`src/stm_pkg.sv`:
```
// package: register map, field layout and constants of the sixteen-bit timer
package stm_pkg;

  // ************************************************************
  // register offsets (byte addresses, chosen)
  // ************************************************************
  localparam logic [4:0] STM_OFF_CTRL = 5'h00;
  localparam logic [4:0] STM_OFF_LOW = 5'h04;
  localparam logic [4:0] STM_OFF_HIGH = 5'h08;
  localparam logic [4:0] STM_OFF_FLAG = 5'h0C;
  localparam logic [4:0] STM_OFF_IEN = 5'h10;

  // ************************************************************
  // control register fields
  // ************************************************************
  localparam int STM_B_RUN = 0;
  localparam int STM_B_SRC = 1;
  localparam int STM_B_SYNC = 2;
  localparam int STM_B_OSCEN = 3;
  localparam int STM_B_PS_LO = 4;
  localparam int STM_B_PS_HI = 5;
  localparam int STM_B_STAT = 6;
  localparam int STM_B_WIDE = 7;
  localparam int STM_B_FLAG = 0;
  localparam logic [7:0] STM_CTRL_RST = 8'h00;
  localparam logic [7:0] STM_CTRL_WMASK = 8'hBF;
  localparam logic [15:0] STM_CNT_RST = 16'h0000;
  localparam logic [15:0] STM_CNT_ONES = 16'hFFFF;

  // ************************************************************
  // bus answers
  // ************************************************************
  localparam logic [1:0] STM_RESP_OKAY = 2'h0;
  localparam logic [1:0] STM_RESP_SLVERR = 2'h2;

  // decoded control word
  typedef struct packed {
    logic wide;
    logic [1:0] ps;
    logic oscen;
    logic sync_bypass;
    logic src_ext;
    logic run;
  } stm_ctrl_s;

  // write channel state: gray along idle -> wait for bready
  typedef enum logic [1:0] {
    STM_W_IDLE = 2'b00,
    STM_W_RESP = 2'b01
  } stm_wstate_e;

endpackage

```
`src/stm_prescaler.sv`:
```
// prescaler: divides count ticks by 1, 2, 4 or 8
`timescale 1ns/1ps
module stm_prescaler
  import stm_pkg::*;
(
  // clock and reset
  input wire logic ref_clk,
  input wire logic rst_n,
  // control
  input wire logic [1:0] ps_sel,
  input wire logic clear,
  input wire logic tick_in,
  // result
  output logic tick_out
);

  logic [2:0] div_r;
  logic [2:0] div_mask;

  // prescale ratio select
  // 00 -> 1:1, 01 -> 1:2, 10 -> 1:4, 11 -> 1:8
  always_comb
  begin
    case (ps_sel)
      2'h0: div_mask = 3'h0;
      2'h1: div_mask = 3'h1;
      2'h2: div_mask = 3'h3;
      default: div_mask = 3'h7;
    endcase
  end

  assign tick_out = tick_in && ((div_r & div_mask) == div_mask);

  always_ff @(posedge ref_clk or negedge rst_n)
  begin
    if (!rst_n)
      div_r <= 3'h0;
    else if (clear)
      div_r <= 3'h0;
    else if (tick_in)
      div_r <= (div_r & div_mask) == div_mask ? 3'h0 : div_r + 3'h1;
  end

endmodule

```
`src/stm_timer.sv`:
```
// sixteen-bit timer with secondary oscillator control and AXI4-Lite registers
`timescale 1ns/1ps

module stm_timer
  import stm_pkg::*;
#(
  parameter int QUARTER_DIV = 4
)
(
  // clock and reset
  input wire logic ref_clk,
  input wire logic rst_n,
  // axi4-lite write address and data
  input wire logic [4:0] s_axi_awaddr,
  input wire logic s_axi_awvalid,
  output logic s_axi_awready,
  input wire logic [31:0] s_axi_wdata,
  input wire logic [3:0] s_axi_wstrb,
  input wire logic s_axi_wvalid,
  output logic s_axi_wready,
  // axi4-lite write response
  output logic [1:0] s_axi_bresp,
  output logic s_axi_bvalid,
  input wire logic s_axi_bready,
  // axi4-lite read
  input wire logic [4:0] s_axi_araddr,
  input wire logic s_axi_arvalid,
  output logic s_axi_arready,
  output logic [31:0] s_axi_rdata,
  output logic [1:0] s_axi_rresp,
  output logic s_axi_rvalid,
  input wire logic s_axi_rready,
  // count sources and system status
  input wire logic ext_clk_in,
  input wire logic special_event_trig,
  input wire logic osc_is_sys_clk,
  // oscillator control and events
  output logic osc_amp_enable,
  output logic overflow_pulse,
  output logic overflow_irq
);

  // ************************************************************
  // registers
  // ************************************************************
  logic [7:0] ctrl_r;
  stm_ctrl_s ctl;
  logic [15:0] count_r;
  logic [7:0] high_buf_r;
  logic flag_r;
  logic ien_r;
  logic osc_stat_r;
  logic ext_s1_r;
  logic ext_s2_r;
  logic ext_prev_r;
  logic [1:0] q_cnt_r;
  logic int_tick;
  logic ext_edge;
  logic src_tick;
  logic ps_tick;
  logic ovf;

  // fields picked one by one: bit 6 is status and has no slot in the control word
  assign ctl = stm_ctrl_s'({ctrl_r[STM_B_WIDE], ctrl_r[STM_B_PS_HI:STM_B_PS_LO], ctrl_r[STM_B_OSCEN],
    ctrl_r[STM_B_SYNC], ctrl_r[STM_B_SRC], ctrl_r[STM_B_RUN]});

  // ************************************************************
  // write channel: address and data taken in either order
  // ************************************************************
  stm_wstate_e wstate_r;
  logic aw_held_r;
  logic w_held_r;
  logic [4:0] awaddr_r;
  logic [31:0] wdata_r;
  logic [3:0] wstrb_r;
  logic wr_fire;
  logic [4:0] wr_addr;
  logic [7:0] wr_byte;
  logic wr_ok;

  assign s_axi_awready = (wstate_r == STM_W_IDLE) && !aw_held_r;
  assign s_axi_wready = (wstate_r == STM_W_IDLE) && !w_held_r;
  assign wr_fire = (wstate_r == STM_W_IDLE) && (aw_held_r || s_axi_awvalid) && (w_held_r || s_axi_wvalid);
  assign wr_addr = aw_held_r ? awaddr_r : s_axi_awaddr;
  assign wr_byte = w_held_r ? wdata_r[7:0] : s_axi_wdata[7:0];
  assign wr_ok = wr_fire && (w_held_r ? wstrb_r[0] : s_axi_wstrb[0]);

  function automatic logic addr_mapped(input logic [4:0] a);
    addr_mapped = (a == STM_OFF_CTRL) || (a == STM_OFF_LOW) || (a == STM_OFF_HIGH) || (a == STM_OFF_FLAG)
      || (a == STM_OFF_IEN);
  endfunction

  always_ff @(posedge ref_clk or negedge rst_n)
  begin
    if (!rst_n)
    begin
      wstate_r <= STM_W_IDLE;
      aw_held_r <= 1'b0;
      w_held_r <= 1'b0;
      awaddr_r <= 5'h00;
      wdata_r <= 32'h00000000;
      wstrb_r <= 4'h0;
      s_axi_bvalid <= 1'b0;
      s_axi_bresp <= STM_RESP_OKAY;
    end
    else
    begin
      case (wstate_r)
        STM_W_IDLE:
        begin
          if (wr_fire)
          begin
            aw_held_r <= 1'b0;
            w_held_r <= 1'b0;
            s_axi_bvalid <= 1'b1;
            s_axi_bresp <= addr_mapped(wr_addr) ? STM_RESP_OKAY : STM_RESP_SLVERR;
            wstate_r <= STM_W_RESP;
          end
          else
          begin
            if (s_axi_awvalid && !aw_held_r)
            begin
              aw_held_r <= 1'b1;
              awaddr_r <= s_axi_awaddr;
            end
            if (s_axi_wvalid && !w_held_r)
            begin
              w_held_r <= 1'b1;
              wdata_r <= s_axi_wdata;
              wstrb_r <= s_axi_wstrb;
            end
          end
        end
        STM_W_RESP:
        begin
          if (s_axi_bready)
          begin
            s_axi_bvalid <= 1'b0;
            wstate_r <= STM_W_IDLE;
          end
        end
        default: wstate_r <= STM_W_IDLE;
      endcase
    end
  end

  logic wr_ctrl;
  logic wr_low;
  logic wr_high;
  assign wr_ctrl = wr_ok && (wr_addr == STM_OFF_CTRL);
  assign wr_low = wr_ok && (wr_addr == STM_OFF_LOW);
  assign wr_high = wr_ok && (wr_addr == STM_OFF_HIGH);

  // ************************************************************
  // read channel
  // ************************************************************
  logic rd_fire;
  logic rd_low;
  assign s_axi_arready = !s_axi_rvalid;
  assign rd_fire = s_axi_arvalid && s_axi_arready;
  assign rd_low = rd_fire && (s_axi_araddr == STM_OFF_LOW);

  always_ff @(posedge ref_clk or negedge rst_n)
  begin
    if (!rst_n)
    begin
      s_axi_rvalid <= 1'b0;
      s_axi_rdata <= 32'h00000000;
      s_axi_rresp <= STM_RESP_OKAY;
    end
    else if (rd_fire)
    begin
      s_axi_rvalid <= 1'b1;
      s_axi_rresp <= addr_mapped(s_axi_araddr) ? STM_RESP_OKAY : STM_RESP_SLVERR;
      case (s_axi_araddr)
        STM_OFF_CTRL: s_axi_rdata <= {24'h000000, ctl.wide, osc_stat_r, ctl.ps, ctl.oscen, ctl.sync_bypass,
          ctl.src_ext, ctl.run};
        STM_OFF_LOW: s_axi_rdata <= {24'h000000, count_r[7:0]};
        STM_OFF_HIGH: s_axi_rdata <= {24'h000000, ctl.wide ? high_buf_r : count_r[15:8]};
        STM_OFF_FLAG: s_axi_rdata <= {31'h00000000, flag_r};
        STM_OFF_IEN: s_axi_rdata <= {31'h00000000, ien_r};
        default: s_axi_rdata <= 32'h00000000;
      endcase
    end
    else if (s_axi_rready)
      s_axi_rvalid <= 1'b0;
  end

  // ************************************************************
  // control and status
  // ************************************************************
  always_ff @(posedge ref_clk or negedge rst_n)
  begin
    if (!rst_n)
      ctrl_r <= STM_CTRL_RST;
    else if (wr_ctrl)
      ctrl_r <= wr_byte & STM_CTRL_WMASK;
  end

  // status follows the clock monitor's actual source selection
  // system clock source reported to software
  always_ff @(posedge ref_clk or negedge rst_n)
  begin
    if (!rst_n)
      osc_stat_r <= 1'b0;
    else
      osc_stat_r <= osc_is_sys_clk;
  end

  // amplifier and feedback off when cleared
  assign osc_amp_enable = ctl.oscen;

  // ************************************************************
  // count sources
  // ************************************************************
  // internal clock is one quarter of ref_clk
  always_ff @(posedge ref_clk or negedge rst_n)
  begin
    if (!rst_n)
      q_cnt_r <= 2'h0;
    else
      q_cnt_r <= (q_cnt_r == 2'(QUARTER_DIV - 1)) ? 2'h0 : q_cnt_r + 2'h1;
  end
  assign int_tick = (q_cnt_r == 2'(QUARTER_DIV - 1));

  always_ff @(posedge ref_clk or negedge rst_n)
  begin
    if (!rst_n)
    begin
      ext_s1_r <= 1'b0;
      ext_s2_r <= 1'b0;
      ext_prev_r <= 1'b0;
    end
    else
    begin
      ext_s1_r <= ext_clk_in;
      ext_s2_r <= ext_s1_r;
      ext_prev_r <= ctl.sync_bypass ? ext_clk_in : ext_s2_r;
    end
  end

  // bypass samples the raw pin; otherwise the two-stage synchronised copy
  // inputs count as synchronous to ref_clk, so bypass only drops the two-cycle delay
  assign ext_edge = ctl.sync_bypass ? (ext_clk_in && !ext_prev_r) : (ext_s2_r && !ext_prev_r);

  // internal source ignores the sync bit
  // rising edge of the external pin
  assign src_tick = ctl.src_ext ? ext_edge : int_tick;

  // stopped counter feeds no ticks into the prescaler
  // low write restarts the prescale period
  stm_prescaler u_prescaler (
    .ref_clk (ref_clk),
    .rst_n (rst_n),
    .ps_sel (ctl.ps),
    .clear (wr_low),
    .tick_in (src_tick && ctl.run),
    .tick_out (ps_tick)
  );

  // ************************************************************
  // counter
  // ************************************************************
  // wrap only by counting, never by write; a trigger on the same tick does not suppress it
  assign ovf = ps_tick && (count_r == STM_CNT_ONES) && !wr_low && !(wr_high && !ctl.wide);

  always_ff @(posedge ref_clk or negedge rst_n)
  begin
    if (!rst_n)
      count_r <= STM_CNT_RST;
    else if (wr_low)
    begin
      // high byte loads from buffer in wide mode
      count_r[7:0] <= wr_byte;
      if (ctl.wide)
        count_r[15:8] <= high_buf_r;
    end
    // a wide-mode buffer write must not cost the counter a tick or a trigger
    else if (wr_high && !ctl.wide)
      count_r[15:8] <= wr_byte;
    else if (special_event_trig)
      count_r <= STM_CNT_RST;
    // counts only while run is set
    else if (ps_tick)
      count_r <= count_r + 16'h0001;
  end

  always_ff @(posedge ref_clk or negedge rst_n)
  begin
    if (!rst_n)
      high_buf_r <= 8'h00;
    // buffer write leaves the prescaler alone
    else if (wr_high && ctl.wide)
      high_buf_r <= wr_byte;
    else if (rd_low && ctl.wide)
      high_buf_r <= count_r[15:8];
  end

  // ************************************************************
  // overflow flag and enable
  // ************************************************************
  // overflow sets, set wins over a clear-by-zero write
  always_ff @(posedge ref_clk or negedge rst_n)
  begin
    if (!rst_n)
      flag_r <= 1'b0;
    else if (ovf)
      flag_r <= 1'b1;
    else if (wr_ok && (wr_addr == STM_OFF_FLAG))
      flag_r <= wr_byte[STM_B_FLAG];
  end

  always_ff @(posedge ref_clk or negedge rst_n)
  begin
    if (!rst_n)
      ien_r <= 1'b0;
    else if (wr_ok && (wr_addr == STM_OFF_IEN))
      ien_r <= wr_byte[STM_B_FLAG];
  end

  always_ff @(posedge ref_clk or negedge rst_n)
  begin
    if (!rst_n)
      overflow_pulse <= 1'b0;
    else
      overflow_pulse <= ovf;
  end

  // overflow requests an interrupt when enabled
  assign overflow_irq = flag_r && ien_r;

endmodule

```
`config.mk`:
```
export PLATFORM = sky130hd
export DESIGN_NAME = stm_timer
export DESIGN_NICKNAME = d
export VERILOG_FILES = /design/src/stm_pkg.sv /design/src/stm_prescaler.sv /design/src/stm_timer.sv
export SDC_FILE = /design/constraint.sdc
export NUM_CORES = 1
export LEC_CHECK = 0
export ABC_AREA = 1
export BUFFER_PORTS_ARGS = -buffer_cell sky130_fd_sc_hd__buf_2
export CORE_MARGIN = 2
export CORE_UTILIZATION = 45
export DETAILED_ROUTE_END_ITERATION = 10
export PLACE_DENSITY = 0.68
export SYNTH_ARGS = -nofsm -noshare
export SYNTH_HDL_FRONTEND = slang
export SYNTH_SLANG_ARGS = --single-unit
```
`constraint.sdc`:
```
create_clock -name ref_clk -period 3.45 [get_ports ref_clk]
set_input_delay 1.035 -clock ref_clk [delete_from_list [all_inputs] [get_ports ref_clk]]
set_output_delay 1.035 -clock ref_clk [all_outputs]
set_load 0.01 [all_outputs]
```
**After elaboration in Yosys (flattened, before gate mapping)**

Index checks and enable logic that the tools add are counted.

- Register bits after elaboration: 99
- Input port bits: 56
- Output and inout bits: 44
- Logic and storage cells: 145

- Add/subtract/negate cells: 3
- Eq/ne operators: 17
- Mux-type cells: 36
- Bitwise gates (word level): 2
- Reduce and logical (&&, ||, !) cells: 63

Operators with widths:

| kind | number |
|---|---|
| 2-to-1 mux 16 bit | 3 |
| 2-to-1 mux 8 bit | 6 |
| one-hot mux 8 bit (5 select lines) | 1 |
| logical AND 1 bit | 25 |
| == test 5 x 4 -> 1 bit, second input constant | 4 |
| adder 16 x 1 -> 16 bit, second input constant | 1 |
| == test 16 bit, second input constant | 1 |
| 2-to-1 mux 1 bit | 14 |
| nonzero test 2 bit | 7 |
| == test 5 x 3 -> 1 bit, second input constant | 2 |
| == test 5 bit, second input constant | 2 |
| logical NOT 5 bit | 2 |
| logical OR 1 bit | 10 |
| 2-to-1 mux 2 bit | 5 |
| AND reduction 2 bit | 5 |
| 2-to-1 mux 3 bit | 3 |
| one-hot mux 3 bit (3 select lines) | 1 |
| AND reduction 3 bit | 3 |
| logical NOT 1 bit | 7 |
| inequality test 2 bit, second input constant | 3 |
| 2-to-1 mux 5 bit | 1 |
| == test 2 x 1 -> 1 bit, second input constant | 2 |
| == test 2 bit, second input constant | 2 |
| logical NOT 2 bit | 2 |
| 9 further kinds | 9 |

**Depth between registers and ports, before layout**

- Depth after elaboration: 10
- Gate-level depth with buffers: 13
- Depth with buffers taken out: 12

**Cells and area by module**

A second synthesis with hierarchy kept.

- Cells, all modules: 624
- Area total of the unflattened synthesis: 4498.1 um2

Modules (own cells, without submodules):

| module | times used | cells each | area each (um2) | sequential area each (um2) |
|---|---|---|---|---|
| stm_timer | 1 | 597 | 4300.4 | 1701.6 |
| stm_prescaler | 1 | 27 | 197.7 | 75.1 |

**Least setup slack after synthesis**

Ideal clock, no wire load.

- Kind: input to register
- From: input s_axi_wvalid
- To: register count_r[14]
- Library setup time: 0.116 ns
- Arrival: 2.130 ns
- Required time: 3.334 ns
- Path slack: 1.204 ns
- Stages: 10
- Path buffers: 1
- Cells stage by stage: or2_2 -> nand3_4 -> inv_2 -> nand3_4 -> nand2_4 -> nor2_4 -> buf_6 -> nor2_1 -> nand2_1 -> nand2_1

- Longest elaborated chain between the ends: 7
- Elaborated cells between the ends (all ways): 9
- Classes of those cells: 2 x mux; 7 x reduce/logical

Ends and longest elaborated chain:

| item | line | source |
|---|---|---|
| from (decl) | stm_timer.sv:19 | `input wire logic s_axi_wvalid,` |
| logical OR 1 bit (*) | stm_timer.sv:83 | `assign wr_fire = (wstate_r == STM_W_IDLE) && (aw_held_r \|\| s_axi_awvalid) && (w_held_r \|\| s_axi_wvalid);` |
| logical AND 1 bit (*) | stm_timer.sv:83 |  |
| logical AND 1 bit (*) | stm_timer.sv:86 | `assign wr_ok = wr_fire && (w_held_r ? wstrb_r[0] : s_axi_wstrb[0]);` |
| logical AND 1 bit | stm_timer.sv:152 | `assign wr_high = wr_ok && (wr_addr == STM_OFF_HIGH);` |
| logical AND 1 bit | stm_timer.sv:279 | `else if (wr_high && !ctl.wide)` |
| 2-to-1 mux 8 bit | stm_timer.sv:279 |  |
| 2-to-1 mux 16 bit | stm_timer.sv:271 | `else if (wr_low)` |
| to (signal assigned) | stm_timer.sv:276 | `count_r[15:8] <= high_buf_r;` |
| to (signal assigned) | stm_timer.sv:280 | `count_r[15:8] <= wr_byte;` |
| to (signal assigned) | stm_timer.sv:285 | `count_r <= count_r + 16'h0001;` |
| to (decl) | stm_timer.sv:48 | `logic [15:0] count_r;` |

Every way passes the cells marked *; elsewhere a longest branch is shown, timed or not.
A chain may end at the register's enable or synchronous reset.

**Worst setup path in the final report**

- From: input s_axi_awaddr[0]
- To: register count_r[1]

- Longest elaborated chain between the ends: 6
- Elaborated cells between the ends (all ways): 10
- Classes of those cells: 3 x eq/ne; 2 x mux; 5 x reduce/logical

Ends and longest elaborated chain:

| item | line | source |
|---|---|---|
| from (decl) | stm_timer.sv:14 | `input wire logic [4:0] s_axi_awaddr,` |
| 2-to-1 mux 5 bit (*) | stm_timer.sv:84 | `assign wr_addr = aw_held_r ? awaddr_r : s_axi_awaddr;` |
| == test 5 x 4 -> 1 bit | stm_timer.sv:152 |  |
| logical AND 1 bit | stm_timer.sv:152 |  |
| logical AND 1 bit | stm_timer.sv:279 |  |
| inequality test 2 bit (no source line) | -- |  |
| AND reduction 2 bit (no source line) | -- |  |
| to (signal assigned) | stm_timer.sv:274 | `count_r[7:0] <= wr_byte;` |
| to (signal assigned) | stm_timer.sv:285 |  |

Marked as above.

==> run summary <==
Syn Area/Cell -> 7.407 um2
Max Slew Vio Count -> 0
Hold Vio Cnt, Final -> 0
Cell Area, Synth -> 4526 um2
Cell Rows -> 36
Final period util -> 74.23%
Required time of the worst setup path -> 3720 ps
Antenna violations before repair -> 0
Clock power share -> 26.7%
Setup slack, reg-to-reg -> 1020 ps
Reg clk slew, reported paths -> 80 ps
Crit path DAT -> 2840 ps
GP Congestion -> 0.9566
Most frequent cells in the layout -> nand2_1 (182), dfrtp_1 (71), inv_1 (63), o21ai_0 (60), nor2_1 (51)
GRT Total Usage -> 21.38%
Sink Count -> 71
Sw Pwr -> 0.001071 W
Vias in the first global route -> 3900
PortBufs -> 46
PostCTS Resize Cnt -> 0
Final Instance Area -> 4981 um2
Routed len/inst -> 13.82 um
DRC -> 0
H-tree depth -> 3
PwrDens -> 567.2 nW/um2
Sw Ratio -> 37.92%
Hold_buf cts -> 0
Area grow syn2layout -> 10.06%
Synthesis-stage register bit count -> 71
Vias -> 3993
Area of the core -> 9774 um2
CTS root buffer -> clkbuf_8
Mapped Cells -> 611
Final WS setup -> 889.0 ps
Post-DP HPWL -> 8.148 mm
Antenna diode count -> 0
Fin Clk Skew -> 12.37 ps
Total congestion overflow -> 0
Clk_lat worst skew -> 350 ps
Worst Tran Pin Value -> 890.5 ps
Final core occ -> 50.96%
Worst setup EP type -> flip-flop
Outcome -> completed
Logic pwr share -> 31.4%
Worst Hold Class -> flip-flop to flip-flop
Maximum net fanout on the critical path -> 12
Total CTS buffers -> 9
Slew HR -> 40.01%
Starting Density -> 46.30%
Lkg Pwr -> 2.563 nW
Synth area leaders -> dfrtp_1 (39%), nand2_1 (15%), o21ai_0 (6.6%)
VDD IR-drop max -> 404.5 uV
Yosys warns -> 0
First DRT Iteration DRCs -> 285
# setup viols final -> 0
Layout cell share with drive strength beyond 1 -> 17.47%
Via density -> 5.010
Max-cap viol count -> 0
Sequential power share -> 41.9%
First-pass GRT wire length -> 18.77 mm
Final wirelength -> 11.02 mm
PnR Total Power -> 0.002825 W
RSZ-0062 raised after global routing -> false
Die Wd -> 104.3 um
Post-place instance area -> 4758 um2
Fin nets -> 718
Startpoint types -> primary input
Synth top area share -> 39.26%
Tmin final -> 2561 ps
Crit path kind -> primary input to flip-flop
DRT Pass-1 Iters -> 5
Fmax -> 0.3905 GHz
Fillers -> 975
CTS Buffer Depth -> 2
Die Ht -> 104.3 um
Setup TNS -> 0 ps
Post-CTS setup buffer count -> 0
Worst slack, placed -> 584.7 ps
Yosys top cell by area -> dfrtp_1
Seq/Total Area, Yosys -> 39.26%
Die area -> 10880 um2
Internal -> 0.001754 W
Largest net degree at the start of global routing -> 32
Commonest non-fill, non-tap cell in the layout -> nand2_1
I/O pin cnt -> 100
CTS tree -> built
Yosys cell types -> 39
DRT antenna net count -> 0
[worst paths after layout]
path	start	end	depth (start not counted)
worst max-delay path	s_axi_awaddr[0]	count_r[1]	12
worst min-delay path	ext_s1_r	ext_s2_r	0
worst max register to register	aw_held_r	count_r[1]	10
worst min register to register	ext_s1_r	ext_s2_r	0
max in group asynchronous	rst_n	s_axi_bresp[1]	2
min in group asynchronous	rst_n	s_axi_rvalid	1
[cells in the mapped netlist]
cell type and n:
buf_4 29, ha_1 3, nor3b_1 2, nor2_4 4
o21ai_0 60, nand4_1 18, buf_6 7, or3_1 1
o211ai_2 2, nand3b_2 1, or2_2 6, clkbuf_1 5
o21a_1 2, nand3_4 4, o21ai_1 4, o21bai_1 1
conb_1 1, nor3b_2 1, clkinv_1 1, xor2_1 3
nand3_1 38, a22oi_1 1, dfrtp_1 71, o211ai_1 2
inv_2 4, nor2_8 2, o21ai_4 1, nor2_1 51
nand2_1 182, o21ai_2 5, nor3_1 3, buf_2 2
nand2_2 6, inv_1 63, mux2_2 5, nand2_4 2
nor3_4 1, nor2_2 2, a21oi_1 15
[through the flow]
stage	hold slack, ps	cells
finish	360.3	797
CTS	366.5	797
global route	387.9	797
floorplan	331.2	636
global placement	337.1	781
detailed placement	340.4	781
[final cells by class]
cell class	count	area, um2	area share (%)
sequential	71	1777	35.67
timing repair buffer	55	297.8	5.978
tap	133	166.4	3.341
multi-input combinational	454	2262	45.42
inverter	68	255.2	5.124
clock buffer	11	141.4	2.838
clock inverter	5	81.33	1.633
[cell families after synthesis]
kind of cell	share of synthesized area, %
AO/OA/AOI/OAI	11.61
XOR/XNOR	0.5807
adder cells (fa/ha/maj)	0.8295
buffers and inverters	12.83
flip-flops	39.26
multiplexers	1.244
other	0.08286
AND/OR/NAND/NOR	33.56
[worst max-delay path: stages]
cell	delay (ps)
buf_2	110
nor2_1	80
nand2_1	50
nand2_1	100
inv_2	70
nor2_2	430
nand3_4	260
nand2_1	160
nand2_2	190
inv_1	170
nand2_1	80
nand3_1	90
[sequential cells by signal (all words and copies together), names as in the netlist, 2 cells and up]
signal / flops
count_r: 16
high_buf_r: 8
s_axi_rdata: 8
wdata_r: 8
ctrl_r: 7
awaddr_r: 5
u_prescaler.div_r: 3
q_cnt_r: 2
[per-layer routing]
metal  routed length [um]  global-route usage (%)  up-vias  share of wire, %
li1                     -                       -     2007                 -
met3                  668                   3.697       25               6.1
met2                 5094                   34.13      157                46
met4                  270                   8.012        0               2.5
met1                 4981                   29.03     1804                45
met5                    0                       0        -                 0
[power groups by stage]
stage | registers (W) | logic, W | clock network (W)
after floorplan | 0.00114 | 0.000670 | 0
after global placement | 0.00119 | 0.000867 | 0
after detailed placement | 0.00120 | 0.000885 | 0
after CTS | 0.00118 | 0.000891 | 0.000772
after global routing | 0.00121 | 0.00100 | 0.000808
final | 0.00118 | 0.000887 | 0.000754
(Power assumes the default switching activity.)
